### config.mk
export PLATFORM = sky130hd
export DESIGN_NAME = eesa_ctrl
export DESIGN_NICKNAME = d
export VERILOG_FILES = /design/src/hdl/eesa_pkg.sv /design/src/hdl/eesa_ctrl.sv /design/src/hdl/eesa_unlock.sv /design/src/hdl/eesa_access.sv
export VERILOG_INCLUDE_DIRS = /design/src /design/src/hdl
export SDC_FILE = /design/constraint.sdc
export NUM_CORES = 2
export LEC_CHECK = 0
export BUFFER_PORTS_ARGS = -buffer_cell sky130_fd_sc_hd__buf_2
export CAP_MARGIN = 5
export CORE_ASPECT_RATIO = 0.75
export CORE_MARGIN = 10
export CORE_UTILIZATION = 39
export CTS_BUF_LIST = sky130_fd_sc_hd__clkbuf_4
export CTS_CLUSTER_DIAMETER = 40
export CTS_CLUSTER_SIZE = 25
export DETAILED_ROUTE_END_ITERATION = 8
export SYNTH_ARGS = -nofsm -noshare
export SYNTH_HDL_FRONTEND = slang
export SYNTH_SLANG_ARGS = --single-unit
export TNS_END_PERCENT = 100
### constraint.sdc
create_clock -name clk -period 5.13 [get_ports clk]
set_input_delay 0.2565 -clock clk [delete_from_list [all_inputs] [get_ports clk]]
set_output_delay 0.2565 -clock clk [all_outputs]
set_load 0.005 [all_outputs]
### src/hdl/eesa_defs.svh
// register offsets, field positions, key bytes and timing for eeprom shadow access control
`ifndef EESA_DEFS_SVH
`define EESA_DEFS_SVH

// ************************************************
// direct register byte offsets
// ************************************************
`define EESA_ADDR_EWA 8'h02
`define EESA_ADDR_EWD0 8'h04
`define EESA_ADDR_EWD1 8'h05
`define EESA_ADDR_EWD2 8'h06
`define EESA_ADDR_EWD3 8'h07
`define EESA_ADDR_EWCS 8'h08
`define EESA_ADDR_EWST 8'h09
`define EESA_ADDR_WARN 8'h36
`define EESA_ADDR_KEY 8'h3C

// ************************************************
// field positions
// ************************************************
`define EESA_EWCS_GO_BIT 7
`define EESA_EWCS_BUSY_BIT 7
`define EESA_EWST_DONE_BIT 0
`define EESA_EWST_UNLK_BIT 1
`define EESA_WARN_XEE_BIT 0
`define EESA_EXT_SPACE_BIT 7
`define EESA_EXT_SHADOW_BIT 6
`define EESA_CFG_LOCK_LSB 0
`define EESA_CFG_CUD_BIT 4
`define EESA_CFG_DEL_BIT 5
`define EESA_CFG_DUR_BIT 6

// ************************************************
// word addresses and lock codes
// ************************************************
`define EESA_USER_B 6'h17
`define EESA_USER_A 6'h1F
`define EESA_CFG_WORD 6'h16
`define EESA_LOCK_NONE 4'h0
`define EESA_LOCK_EE 4'hC
`define EESA_LOCK_ALL 4'h3

// ************************************************
// unlock key bytes, in order
// ************************************************
`define EESA_KEY0 8'h00
`define EESA_KEY1 8'h27
`define EESA_KEY2 8'h81
`define EESA_KEY3 8'h1F
`define EESA_KEY4 8'h77
`define EESA_KEY_LAST 3'h4

// ************************************************
// reset values and timing
// ************************************************
`define EESA_RST_BYTE 8'h00
`define EESA_RST_WORD 32'h0000_0000
`define EESA_CFG_RST 7'h00
`define EESA_EE_WORDS 64
`define EESA_EE_WRITE_MS 24
`define EESA_CLK_KHZ 50000
`define EESA_EE_WRITE_CYC (`EESA_EE_WRITE_MS * `EESA_CLK_KHZ)

`endif

### src/hdl/eesa_pkg.sv
// types shared by the eeprom shadow access control block
package eesa_pkg;

  // sequencer states
  typedef enum logic [1:0] {
    EESA_LOAD_REQ = 2'b00,
    EESA_LOAD_WAIT = 2'b01,
    EESA_IDLE = 2'b10,
    EESA_EE_WAIT = 2'b11
  } eesa_state_t;

endpackage

### src/hdl/eesa_ctrl.sv
// eeprom shadow load, write protection and extended write sequencer
//
// What this block does
// - copy eeprom into shadow at power-up
// - shadow sits 0x40 above eeprom address
// - unused shadow bits absent, read zero
// - shadow keeps no ecc check bits
// - shadow writes obey eeprom protection, except lock 0xC
// - reads always allowed, no key
// - unlock lasts until next reset
// - lock 0xC blocks eeprom, not shadow
// - lock 0x3 blocks eeprom and shadow
// - user word b permission table
// - user word a follows b if exempt
// - other words: key needed, blocked by lock
// - controller loads 32-bit word, held here
// - go bit launches the write
// - done flag set at write end
// - shadow write takes one synced cycle
// - denied or aborted write: done plus warning
// - done flag at bit 0 next byte
`timescale 1ns/10ps
`default_nettype none
`include "eesa_defs.svh"

module eesa_ctrl
  import eesa_pkg::*;
#(
  parameter int EE_WORDS = `EESA_EE_WORDS,
  parameter int EE_WRITE_CYC = `EESA_EE_WRITE_CYC,
  parameter logic [23:0] SHADOW_MASK = 24'hFFFFFF
) (
  input wire logic clk,
  input wire logic sys_rst,
  input wire logic regWrite,
  input wire logic [7:0] regAddr,
  input wire logic [7:0] regWData,
  output logic [7:0] regRData,
  output logic eeRead,
  output logic eeWrite,
  output logic [5:0] eeAddr,
  output logic [31:0] eeWData,
  input wire logic [31:0] eeRData,
  input wire logic eeRdValid,
  input wire logic eeWrDone,
  input wire logic eeWrAbort,
  input wire logic [5:0] shadowRdAddr,
  output logic [23:0] shadowRdData,
  output logic loadDone
);

  localparam int TW = $clog2(EE_WRITE_CYC + 1);
  localparam logic [TW-1:0] TIMEOUT = TW'(EE_WRITE_CYC);

  // ************************************************
  // storage and state
  // ************************************************
  eesa_state_t state;
  logic [23:0] shadow [0:63];
  logic [7:0] extAddr;
  logic [31:0] extData;
  logic goSync;
  logic writeDone;
  logic xeeWarn;
  logic [3:0] cfgLock;
  logic cfgCud;
  logic cfgDel;
  logic cfgDur;
  logic [5:0] loadIndex;
  logic [TW-1:0] eeTimer;
  logic unlocked;
  logic eeLocked;
  logic shLocked;
  logic allowEe;
  logic allowSh;
  logic goAccept;
  logic writeFail;
  logic writeOk;
  logic eeFinish;
  logic eeTimeout;
  logic [7:0] next_regRData;

  // ************************************************
  // unlock and permission
  // ************************************************
  eesa_unlock u_unlock (
    .clk(clk),
    .sys_rst(sys_rst),
    .keyWrite(regWrite && (regAddr == `EESA_ADDR_KEY)),
    .keyByte(regWData),
    .unlocked(unlocked)
  );

  // lock 0xC only stops eeprom writes
  assign eeLocked = (cfgLock == `EESA_LOCK_EE) || (cfgLock == `EESA_LOCK_ALL);
  assign shLocked = (cfgLock == `EESA_LOCK_ALL);

  // shadow uses the same permission table
  eesa_access u_access_ee (
    .wordAddr(extAddr[5:0]),
    .keyOk(unlocked),
    .locked(eeLocked),
    .cud(cfgCud),
    .del(cfgDel),
    .dur(cfgDur),
    .allow(allowEe)
  );

  eesa_access u_access_sh (
    .wordAddr(extAddr[5:0]),
    .keyOk(unlocked),
    .locked(shLocked),
    .cud(cfgCud),
    .del(cfgDel),
    .dur(cfgDur),
    .allow(allowSh)
  );

  // ************************************************
  // go handling and write decode
  // ************************************************
  // go ignored while loading or busy
  assign goAccept = regWrite && (regAddr == `EESA_ADDR_EWCS)
                    && regWData[`EESA_EWCS_GO_BIT] && (state == EESA_IDLE) && !goSync;
  // out of range or not permitted target
  assign writeFail = goSync && (extAddr[`EESA_EXT_SPACE_BIT]
                     || (extAddr[`EESA_EXT_SHADOW_BIT] ? !allowSh : !allowEe));
  assign writeOk = goSync && !writeFail;
  assign eeTimeout = (state == EESA_EE_WAIT) && (eeTimer == TIMEOUT);
  assign eeFinish = (state == EESA_EE_WAIT) && (eeWrDone || eeWrAbort || eeTimeout);

  // one cycle synchroniser of the go request
  always_ff @(posedge clk) begin
    if (sys_rst) begin
      goSync <= 1'b0;
    end else begin
      goSync <= goAccept;
    end
  end

  // ************************************************
  // sequencer
  // ************************************************
  // load every word then go idle
  always_ff @(posedge clk) begin
    if (sys_rst) begin
      state <= EESA_LOAD_REQ;
      loadIndex <= 6'h00;
    end else begin
      unique case (state)
        EESA_LOAD_REQ: begin
          state <= EESA_LOAD_WAIT;
        end
        EESA_LOAD_WAIT: begin
          if (eeRdValid) begin
            if (loadIndex == 6'(EE_WORDS - 1)) begin
              state <= EESA_IDLE;
            end else begin
              loadIndex <= loadIndex + 6'h01;
              state <= EESA_LOAD_REQ;
            end
          end
        end
        EESA_IDLE: begin
          if (writeOk && !extAddr[`EESA_EXT_SHADOW_BIT]) begin
            state <= EESA_EE_WAIT;
          end
        end
        EESA_EE_WAIT: begin
          if (eeFinish) begin
            state <= EESA_IDLE;
          end
        end
      endcase
    end
  end

  // eeprom port strobes and address
  always_ff @(posedge clk) begin
    if (sys_rst) begin
      eeRead <= 1'b0;
      eeWrite <= 1'b0;
      eeAddr <= 6'h00;
      eeWData <= `EESA_RST_WORD;
    end else begin
      eeRead <= (state == EESA_LOAD_REQ);
      eeWrite <= 1'b0;
      if (state == EESA_LOAD_REQ) begin
        eeAddr <= loadIndex;
      end
      // launch held word to held address
      if (writeOk && !extAddr[`EESA_EXT_SHADOW_BIT]) begin
        eeWrite <= 1'b1;
        eeAddr <= extAddr[5:0];
        eeWData <= extData;
      end
    end
  end

  always_ff @(posedge clk) begin
    if (sys_rst) begin
      eeTimer <= '0;
    end else if (state == EESA_EE_WAIT) begin
      eeTimer <= eeTimer + TW'(1);
    end else begin
      eeTimer <= '0;
    end
  end

  // load status is registered together with the shadow read port

  // ************************************************
  // shadow memory
  // ************************************************
  // shadow word indexed by address minus 0x40
  always_ff @(posedge clk) begin
    if ((state == EESA_LOAD_WAIT) && eeRdValid) begin
      shadow[loadIndex] <= eeRData[23:0] & SHADOW_MASK;
    end else if (writeOk && extAddr[`EESA_EXT_SHADOW_BIT]) begin
      // shadow write one cycle after sync
      shadow[extAddr[5:0]] <= extData[23:0] & SHADOW_MASK;
    end
  end

  // operating read port and load status
  always_ff @(posedge clk) begin
    if (sys_rst) begin
      shadowRdData <= 24'h000000;
      loadDone <= 1'b0;
    end else begin
      shadowRdData <= shadow[shadowRdAddr];
      loadDone <= (state == EESA_IDLE) || (state == EESA_EE_WAIT);
    end
  end

  // ************************************************
  // protection fields from eeprom
  // ************************************************
  // exceptions and lock clear until loaded
  always_ff @(posedge clk) begin
    if (sys_rst) begin
      {cfgDur, cfgDel, cfgCud, cfgLock} <= `EESA_CFG_RST;
    end else if ((state == EESA_LOAD_WAIT) && eeRdValid && (loadIndex == `EESA_CFG_WORD)) begin
      cfgLock <= eeRData[`EESA_CFG_LOCK_LSB +: 4];
      cfgCud <= eeRData[`EESA_CFG_CUD_BIT];
      cfgDel <= eeRData[`EESA_CFG_DEL_BIT];
      cfgDur <= eeRData[`EESA_CFG_DUR_BIT];
    end else if ((state == EESA_EE_WAIT) && eeWrDone && !eeWrAbort
                 && (eeAddr == `EESA_CFG_WORD)) begin
      // a new lock takes hold as soon as it is in eeprom
      cfgLock <= eeWData[`EESA_CFG_LOCK_LSB +: 4];
      cfgCud <= eeWData[`EESA_CFG_CUD_BIT];
      cfgDel <= eeWData[`EESA_CFG_DEL_BIT];
      cfgDur <= eeWData[`EESA_CFG_DUR_BIT];
    end
  end

  // ************************************************
  // direct registers
  // ************************************************
  // extended write address
  // assemble 32-bit word, msb byte first
  always_ff @(posedge clk) begin
    if (sys_rst) begin
      extAddr <= `EESA_RST_BYTE;
      extData <= `EESA_RST_WORD;
    end else if (regWrite) begin
      unique case (regAddr)
        `EESA_ADDR_EWA: extAddr <= regWData;
        `EESA_ADDR_EWD0: extData[31:24] <= regWData;
        `EESA_ADDR_EWD1: extData[23:16] <= regWData;
        `EESA_ADDR_EWD2: extData[15:8] <= regWData;
        `EESA_ADDR_EWD3: extData[7:0] <= regWData;
        default: ;
      endcase
    end
  end

  always_ff @(posedge clk) begin
    if (sys_rst) begin
      writeDone <= 1'b0;
    end else if (writeFail || (writeOk && extAddr[`EESA_EXT_SHADOW_BIT]) || eeFinish) begin
      writeDone <= 1'b1;
    end else if (goAccept) begin
      writeDone <= 1'b0;
    end
  end

  // warning on denial, abort or timeout
  always_ff @(posedge clk) begin
    if (sys_rst) begin
      xeeWarn <= 1'b0;
    end else if (writeFail || (eeFinish && !eeWrDone)) begin
      xeeWarn <= 1'b1; // set wins over clear
    end else if (regWrite && (regAddr == `EESA_ADDR_WARN) && regWData[`EESA_WARN_XEE_BIT]) begin
      xeeWarn <= 1'b0;
    end
  end

  // reads never gated by key or lock
  // done flag in the byte after control
  always_comb begin
    next_regRData = 8'h00;
    unique case (regAddr)
      `EESA_ADDR_EWA: next_regRData = extAddr;
      `EESA_ADDR_EWD0: next_regRData = extData[31:24];
      `EESA_ADDR_EWD1: next_regRData = extData[23:16];
      `EESA_ADDR_EWD2: next_regRData = extData[15:8];
      `EESA_ADDR_EWD3: next_regRData = extData[7:0];
      `EESA_ADDR_EWCS: next_regRData[`EESA_EWCS_BUSY_BIT] = goSync || (state == EESA_EE_WAIT);
      `EESA_ADDR_EWST: begin
        next_regRData[`EESA_EWST_DONE_BIT] = writeDone;
        next_regRData[`EESA_EWST_UNLK_BIT] = unlocked;
      end
      `EESA_ADDR_WARN: next_regRData[`EESA_WARN_XEE_BIT] = xeeWarn;
      default: next_regRData = 8'h00;
    endcase
  end

  // registered read data, one cycle after address
  always_ff @(posedge clk) begin
    if (sys_rst) begin
      regRData <= 8'h00;
    end else begin
      regRData <= next_regRData;
    end
  end

endmodule
`default_nettype wire

### src/hdl/eesa_unlock.sv
// unlock key sequence detector, sticky until reset
`timescale 1ns/10ps
`default_nettype none
`include "eesa_defs.svh"

module eesa_unlock (
  input wire logic clk,
  input wire logic sys_rst,
  input wire logic keyWrite,
  input wire logic [7:0] keyByte,
  output logic unlocked
);

  logic [2:0] keyIndex;
  logic [7:0] expected;

  // expected byte for the current step
  always_comb begin
    unique case (keyIndex)
      3'h0: expected = `EESA_KEY0;
      3'h1: expected = `EESA_KEY1;
      3'h2: expected = `EESA_KEY2;
      3'h3: expected = `EESA_KEY3;
      3'h4: expected = `EESA_KEY4;
      default: expected = `EESA_KEY0;
    endcase
  end

  always_ff @(posedge clk) begin
    if (sys_rst) begin
      keyIndex <= 3'h0;
      unlocked <= 1'b0;
    end else if (keyWrite && !unlocked) begin
      if (keyByte == expected) begin
        if (keyIndex == `EESA_KEY_LAST) begin
          unlocked <= 1'b1;
          keyIndex <= 3'h0;
        end else begin
          keyIndex <= keyIndex + 3'h1;
        end
      end else begin
        keyIndex <= (keyByte == `EESA_KEY0) ? 3'h1 : 3'h0; // wrong byte restarts
      end
    end
  end

endmodule
`default_nettype wire

### src/hdl/eesa_access.sv
// write permission for one word given lock, exceptions and key state
`timescale 1ns/10ps
`default_nettype none
`include "eesa_defs.svh"

module eesa_access (
  input wire logic [5:0] wordAddr,
  input wire logic keyOk,
  input wire logic locked,
  input wire logic cud,
  input wire logic del,
  input wire logic dur,
  output logic allow
);

  logic userB;
  logic other;

  always_comb begin
    userB = locked ? (del && (dur || keyOk)) : (dur || keyOk);
    // ordinary words need key, no lock
    other = !locked && keyOk;
    if (wordAddr == `EESA_USER_B) begin
      allow = userB;
    end else if (wordAddr == `EESA_USER_A) begin
      // user word a follows b when exempt
      allow = cud ? userB : other;
    end else begin
      allow = other;
    end
  end

endmodule
`default_nettype wire

---- Word-level counts from Yosys, hierarchy flattened ----
Memories as Yosys holds them, arrays and structs flattened. A register that Yosys moved wholly into a read port is not among the register bits.
Index checks and enable logic that the tools add are counted.
storage, ports and cells
  bits in writable memories ............... 1536
  output and inout port bits .............. 73
  register bits ........................... 132
  memories kept ........................... 1
  bits of input ports ..................... 60
memories
  memory  words  bits a word  rd ports  clocked after memory_dff  wr ports  RTL line         source
  shadow  64     24           1         1                         1         eesa_ctrl.sv:59  logic [23:0] shadow [0:63];
operators by class
  bitwise logic cells ..................... 2
  multiplexer cells ....................... 45
  equality and inequality tests ........... 28
  add/sub/neg operators ................... 3
  reduce and logical (&&, ||, !) cells .... 59
operators with widths
  kind                                            count
  == test 8 x 3 -> 1 bit (second input constant)  4
  case mux 8 bit (4 select lines)                 1
  2-to-1 mux 1 bit                                27
  case mux 5 bit (5 select lines)                 1
  == test 6 x 5 -> 1 bit (second input constant)  4
  2-to-1 mux 24 bit                               1
  OR reduction 24 bit                             1
  logical AND 1 bit                               23
  adder 21 x 1 -> 21 bit (second input constant)  1
  == test 21 bit (second input constant)          1
  2-to-1 mux 6 bit                                3
  == test 8 x 4 -> 1 bit (second input constant)  2
  == test 8 x 6 -> 1 bit (second input constant)  2
  case mux 1 bit (6 select lines)                 2
  zero test 1 bit                                 10
  logical OR 1 bit                                10
  AND reduction 2 bit                             5
  AND reduction 3 bit                             3
  == test 8 x 2 -> 1 bit (second input constant)  1
  == test 8 bit                                   1
  zero test 8 bit                                 1
  2-to-1 mux 2 bit                                4
  2-to-1 mux 4 bit                                2
  case mux 2 bit (4 select lines)                 1
  17 further kinds                                26

---- Depth between registers and ports, before layout ----
  depth after elaboration ................. 19
  depth in mapped cells ................... 10
  mapped depth without buffers ............ 8

---- Cells and area by module ----
Synthesis repeated with hierarchy kept, for this count alone.
second synthesis, totals
  cells, all modules ...................... 3292
  area total of the unflattened synthesis .. 65561.6 sq um
modules (own cells, without submodules)
  module       cells each  area an instance (sq um)  times used
  eesa_ctrl    3227        64987.3                   1
  eesa_unlock  53          454.2                     1
  eesa_access  6           60.1                      2

---- Worst setup path after synthesis ----
OpenSTA, ideal clock, no wires.
  path kind ............................... reg-to-reg
  start point ............................. register extAddr[5]
  end point ............................... memory shadow[4][0] (enable)
  data required time ...................... 4688 ps
  library setup time ...................... 442 ps
  setup slack ............................. 1014 ps
  data arrival time ....................... 3674 ps
  period minus slack after synthesis ...... 4116 ps
  cell stages (with the launch flop) ...... 9
  cell sequence ........................... dfxtp_1 > buf_2 > nand2b_4 > nor4_2 > o221ai_1 > nor2_1 > buf_2 > mux2_2 > a211oi_1
on the way
  cells in the longest elaborated chain, start to end .. 15
RTL lines
  item                                                                   RTL line           source
  from (decl)                                                            eesa_ctrl.sv:60    logic [7:0] extAddr;
  from (signal assigned)                                                 eesa_ctrl.sv:265   extAddr <= `EESA_RST_BYTE;
  from (signal assigned)                                                 eesa_ctrl.sv:269   `EESA_ADDR_EWA: extAddr <= regWData;
  == test 6 x 5 -> 1 bit (no line)                                       -
  2-to-1 mux 1 bit                                                       eesa_access.sv:25  end else if (wordAddr == `EESA_USER_A) begin
  2-to-1 mux 1 bit                                                       eesa_access.sv:23  if (wordAddr == `EESA_USER_B) begin
  zero test 1 bit                                                        eesa_ctrl.sv:127   || (extAddr[`EESA_EXT_SHADOW_BIT] ? !allowSh : !allowEe));
  2-to-1 mux 1 bit                                                       eesa_ctrl.sv:127
  logical OR 1 bit                                                       eesa_ctrl.sv:126   assign writeFail = goSync && (extAddr[`EESA_EXT_SPACE_BIT]
  logical AND 1 bit                                                      eesa_ctrl.sv:126
  zero test 1 bit                                                        eesa_ctrl.sv:128   assign writeOk = goSync && !writeFail;
  logical AND 1 bit                                                      eesa_ctrl.sv:128
  logical AND 1 bit                                                      eesa_ctrl.sv:219   end else if (writeOk && extAddr[`EESA_EXT_SHADOW_BIT]) begin
  2-to-1 mux 1 bit                                                       eesa_ctrl.sv:219
  2-to-1 mux 1 bit                                                       eesa_ctrl.sv:217   if ((state == EESA_LOAD_WAIT) && eeRdValid) begin
  2-to-1 mux 1 bit (not written as such)                                 eesa_ctrl.sv:221   shadow[extAddr[5:0]] <= extData[23:0] & SHADOW_MASK;
  OR reduction 24 bit (no line)                                          -
  2-to-1 mux 6 bit (no line) / 2-to-1 mux 1 bit (equally long branches)  -
  to (decl)                                                              eesa_ctrl.sv:59
Several ways; a longest one is shown, not always the timed one.

---- Worst setup path after layout ----
  start point ............................. register extAddr[4]
  end point ............................... memory shadow[37][16] (enable)
Same word-level chain as after synthesis.

==> impl_results.md <==
- Post-Route Skew: 0.130 ns
- CP Capture Type: register
- GR Overflow Total: 0
- Startpoint Class: register
- Cell Pwr Density: 327 nW/um2
- Syn Std Cell Area: 65500 um2
- H-tree depth: 4
- Register bit total from synthesis: about 1700
- Critical Path, Cell by Cell: nand2b_4, nor4_2, o221a_2, nand2_8, mux2i_2, buf_4, nor3_2, buf_4
- Worst r2r src: extAddr[4]$_SDFFE_PP0P_
- Area added between synthesis and finish: 12.4%
- Buffers on Ports: 124
- # Max-Cap Violations: 0
- Total track usage: 0.188
- Synth Net Count: 3474
- Largest net degree at the start of global routing: between 90 and 100
- Worst path max stage delay: 1.02 ns
- Clock Path Buffers: 3
- Root Driver: clkbuf_4
- Row count: 130
- Post-route ant nets: 0
- GP Congestion: 0.908
- Pins Over Slew Limit: 0
- Crit path max fanout: 37
- Drc violations: 0
- Worst endpoint data arrival time: 4.82 ns
- RSZ-0062 raised after global routing: false
- CP Data Required Time: 6.07 ns
- Hold Path Depth: 5
- 1st-iter DRT viols: 4374
- Post-synth ARST share: 0
- Max VDD drop: 0.232 mV
- Final Hold Vio Count: 0
- Class of the worst hold path: in2reg
- Die width: a little under 500 um
- CTS tree: done
- Sink Count: 1692
- Critical path origin: extAddr[4]$_SDFFE_PP0P_
- Setup bufs post-CTS: 0
- CTS clk-pin slew, worst paths: 0.19 ns
- Syn avg cell area: 19.2 um2
- Worst path slowest cell: mux2i_2
- Reg2reg path depth: 8
- Layout net count: 3816
- Die area: about 180000 um2
- Minimum clock period: a little under 4 ns
- Post-synth EDFFs: 1536
- Commonest non-fill, non-tap cell in the layout: edfxtp_1
- CTS Buf Count: around 150
- Post-synthesis sequential area ratio: 0.752
- Vias in the first global route: approximately 34000
- R2R Path End: shadow[37][16]$_DFFE_PP_
- Slew headroom: 0.159
- Final worst path period share: 0.756
- Critical path type: reg2reg
- Via density: around 5.7
- Die Ht: 375 um
- Setup TNS: 0 ns
- Unique masters post-synth: 66
- Clk_lat worst skew: 1.31 ns
- Reg2reg setup slack: roughly 1.3 ns
- Fin util: 0.440
- Share of cells above drive strength 1: 0.276
- Prevailing post-synth register cell: edfxtp_1
- First-pass GRT wire length: around 250 mm
- Via Count: about 35000
- CP endpoint: shadow[37][16]$_DFFE_PP_
- Commonest non-fill, non-tap cells in the layout: edfxtp_1, mux4_2, nand2_1, clkbuf_4, dfxtp_1
- Cells after Synth: 3405
- Final setup vio count: 0
- Wirelength, routed: 177 mm
- Drt pass-1 iters: 6
- Least-Margin Pin Slew: 1.23 ns
- Per-cell routed wire length: slightly below 30 um
- Initial Util: 0.392
- Fmax: 258 MHz
- I/O pin cnt: 133
- Synthesis Warnings: 0
- CTS resizes: 0
- Pwr Total: between 20000 and 25000 uW
- Initial antenna violation count: 6
- Leak Pwr: 0.0232 uW
- CP most frequent cell: buf_4
- Detail Placement HPWL: 109 mm
- Status: finished clean
- Core area: about 170000 um2
## where the power goes
| part | total (uW) | internal (uW) | switching [uW] | leakage, uW |
|---|---|---|---|---|
| logic | 1420 | 502 | 916 | 0.00668 |
| registers | 15100 | 15000 | 15.8 | 0.0151 |
| clock network | 7620 | 2530 | 5090 | 0.00144 |
| total | 24100 | 18100 | 6020 | 0.0232 |
## flip-flops by register name (all words and copies together) (netlist names), 8 cells and up
signal,count
eeTimer,21
extAddr,8
shadow,1536
eeWData,32
regRData,8
shadowRdData,24
extData,32
## worst max-delay path, delay by kind of cell, from the launching register on
family,cells,cell delay [ns]
AND/OR/NAND/NOR,4,0.74
multiplexers,1,1.02
buffers and inverters,2,0.55
flip-flops,1,0.69
AO/OA/AOI/OAI,1,0.47
## Yosys cell counts, types with 4 or more instances
| master | count | area share |
|---|---|---|
| xor2_1 | 15 | 0.0020 |
| and3_1 | 7 | 0.00067 |
| a221oi_1 | 4 | 0.00053 |
| mux4_2 | 385 | 0.13 |
| buf_4 | 16 | 0.0018 |
| a311oi_1 | 6 | 0.00080 |
| a22o_1 | 5 | 0.00067 |
| buf_2 | 97 | 0.0074 |
| a21oi_1 | 89 | 0.0068 |
| xnor2_1 | 10 | 0.0013 |
| o32a_1 | 4 | 0.00061 |
| a211oi_1 | 40 | 0.0046 |
| ha_1 | 9 | 0.0017 |
| nand4_1 | 11 | 0.0011 |
| dfxtp_1 | 156 | 0.048 |
| buf_1 | 6 | 0.00034 |
| a31oi_1 | 8 | 0.00076 |
| nor2b_1 | 17 | 0.0016 |
| or2_2 | 5 | 0.00048 |
| clkbuf_1 | 77 | 0.0044 |
| o22ai_1 | 87 | 0.0083 |
| buf_6 | 4 | 0.00069 |
| mux2_2 | 6 | 0.0010 |
| o31ai_1 | 4 | 0.00046 |
| nand3_1 | 44 | 0.0034 |
| or3_1 | 4 | 0.00038 |
| o21bai_1 | 8 | 0.00092 |
| a32o_1 | 11 | 0.0017 |
| edfxtp_1 | 1536 | 0.70 |
| inv_1 | 11 | 0.00063 |
| a22oi_1 | 7 | 0.00080 |
| o221ai_1 | 9 | 0.0012 |
| nand2b_1 | 16 | 0.0015 |
| nor3_1 | 66 | 0.0050 |
| nand2_1 | 271 | 0.016 |
| nor2_1 | 156 | 0.0089 |
| nor4_1 | 8 | 0.00076 |
| mux2i_1 | 109 | 0.017 |
| o21ai_0 | 39 | 0.0030 |
## per-stage QoR
stage	cell area, um2	cells	hold slack [ns]	setup slack [ns]
after floorplan	65500	3405	0.430	1.01
after global placement	69800	5723	0.439	1.43
after detailed placement	69800	5723	0.447	1.42
after CTS	73600	6124	0.00727	1.33
after global routing	73600	6134	0.0147	1.11
final	73600	6137	0.0854	1.25
## cell type report
class | instances | area, um2
repair buffers | 387 | 3180
fillers | 14500 | 93600
multi-input cells | 1501 | 15600
well taps | 2244 | 2810
clock buffers | 167 | 1250
clock inverters | 122 | 1390
diodes | 13 | 32.5
inverters | 11 | 41.3
flip-flops and latches | 1692 | 49200
## worst min path at each step
stage	to	start
after global placement	eeTimer[0]$_SDFF_PP0_	eeTimer[0]$_SDFF_PP0_
after floorplan	eeTimer[0]$_SDFF_PP0_	eeTimer[0]$_SDFF_PP0_
final	shadow[27][16]$_DFFE_PP_	eeRData[16]
after CTS	regRData[1]$_SDFF_PP0_	regAddr[3]
after detailed placement	eeWData[16]$_SDFFE_PP0N_	eeWData[16]$_SDFFE_PP0N_
after global routing	shadow[26][16]$_DFFE_PP_	eeRData[16]
## cells by family (layout without fill, tap and decap cells)
group | Yosys count | count (layout) | share of synthesized area
adders and majority gates | 9 | 9 | 0.00172
other | 0 | 13 | 0
muxes | 502 | 502 | 0.151
DFF | 1692 | 1692 | 0.752
AOI/OAI and AO/OA | 333 | 333 | 0.0329
xor gates and xnor gates | 25 | 25 | 0.00334
and+or+nand+nor | 632 | 632 | 0.0442
buffers and inverters | 212 | 687 | 0.0154
## layer usage
layer	vias up	wire [um]	part of all wire	track usage
met5	-	30	0.00017	0
met1	18500	77200	0.44	0.281
li1	14600	-	-	-
met3	272	17700	0.10	0.0508
met4	4	3960	0.022	0.0449
met2	1603	78400	0.44	0.273
## repair_timing
item / CTS / global route
setup endpoints to repair: 0 / 0
hold endpoints to repair: 1176 / 0
hold buffers: 112 / 0
Note: power is estimated with default switching activity, not from simulation.
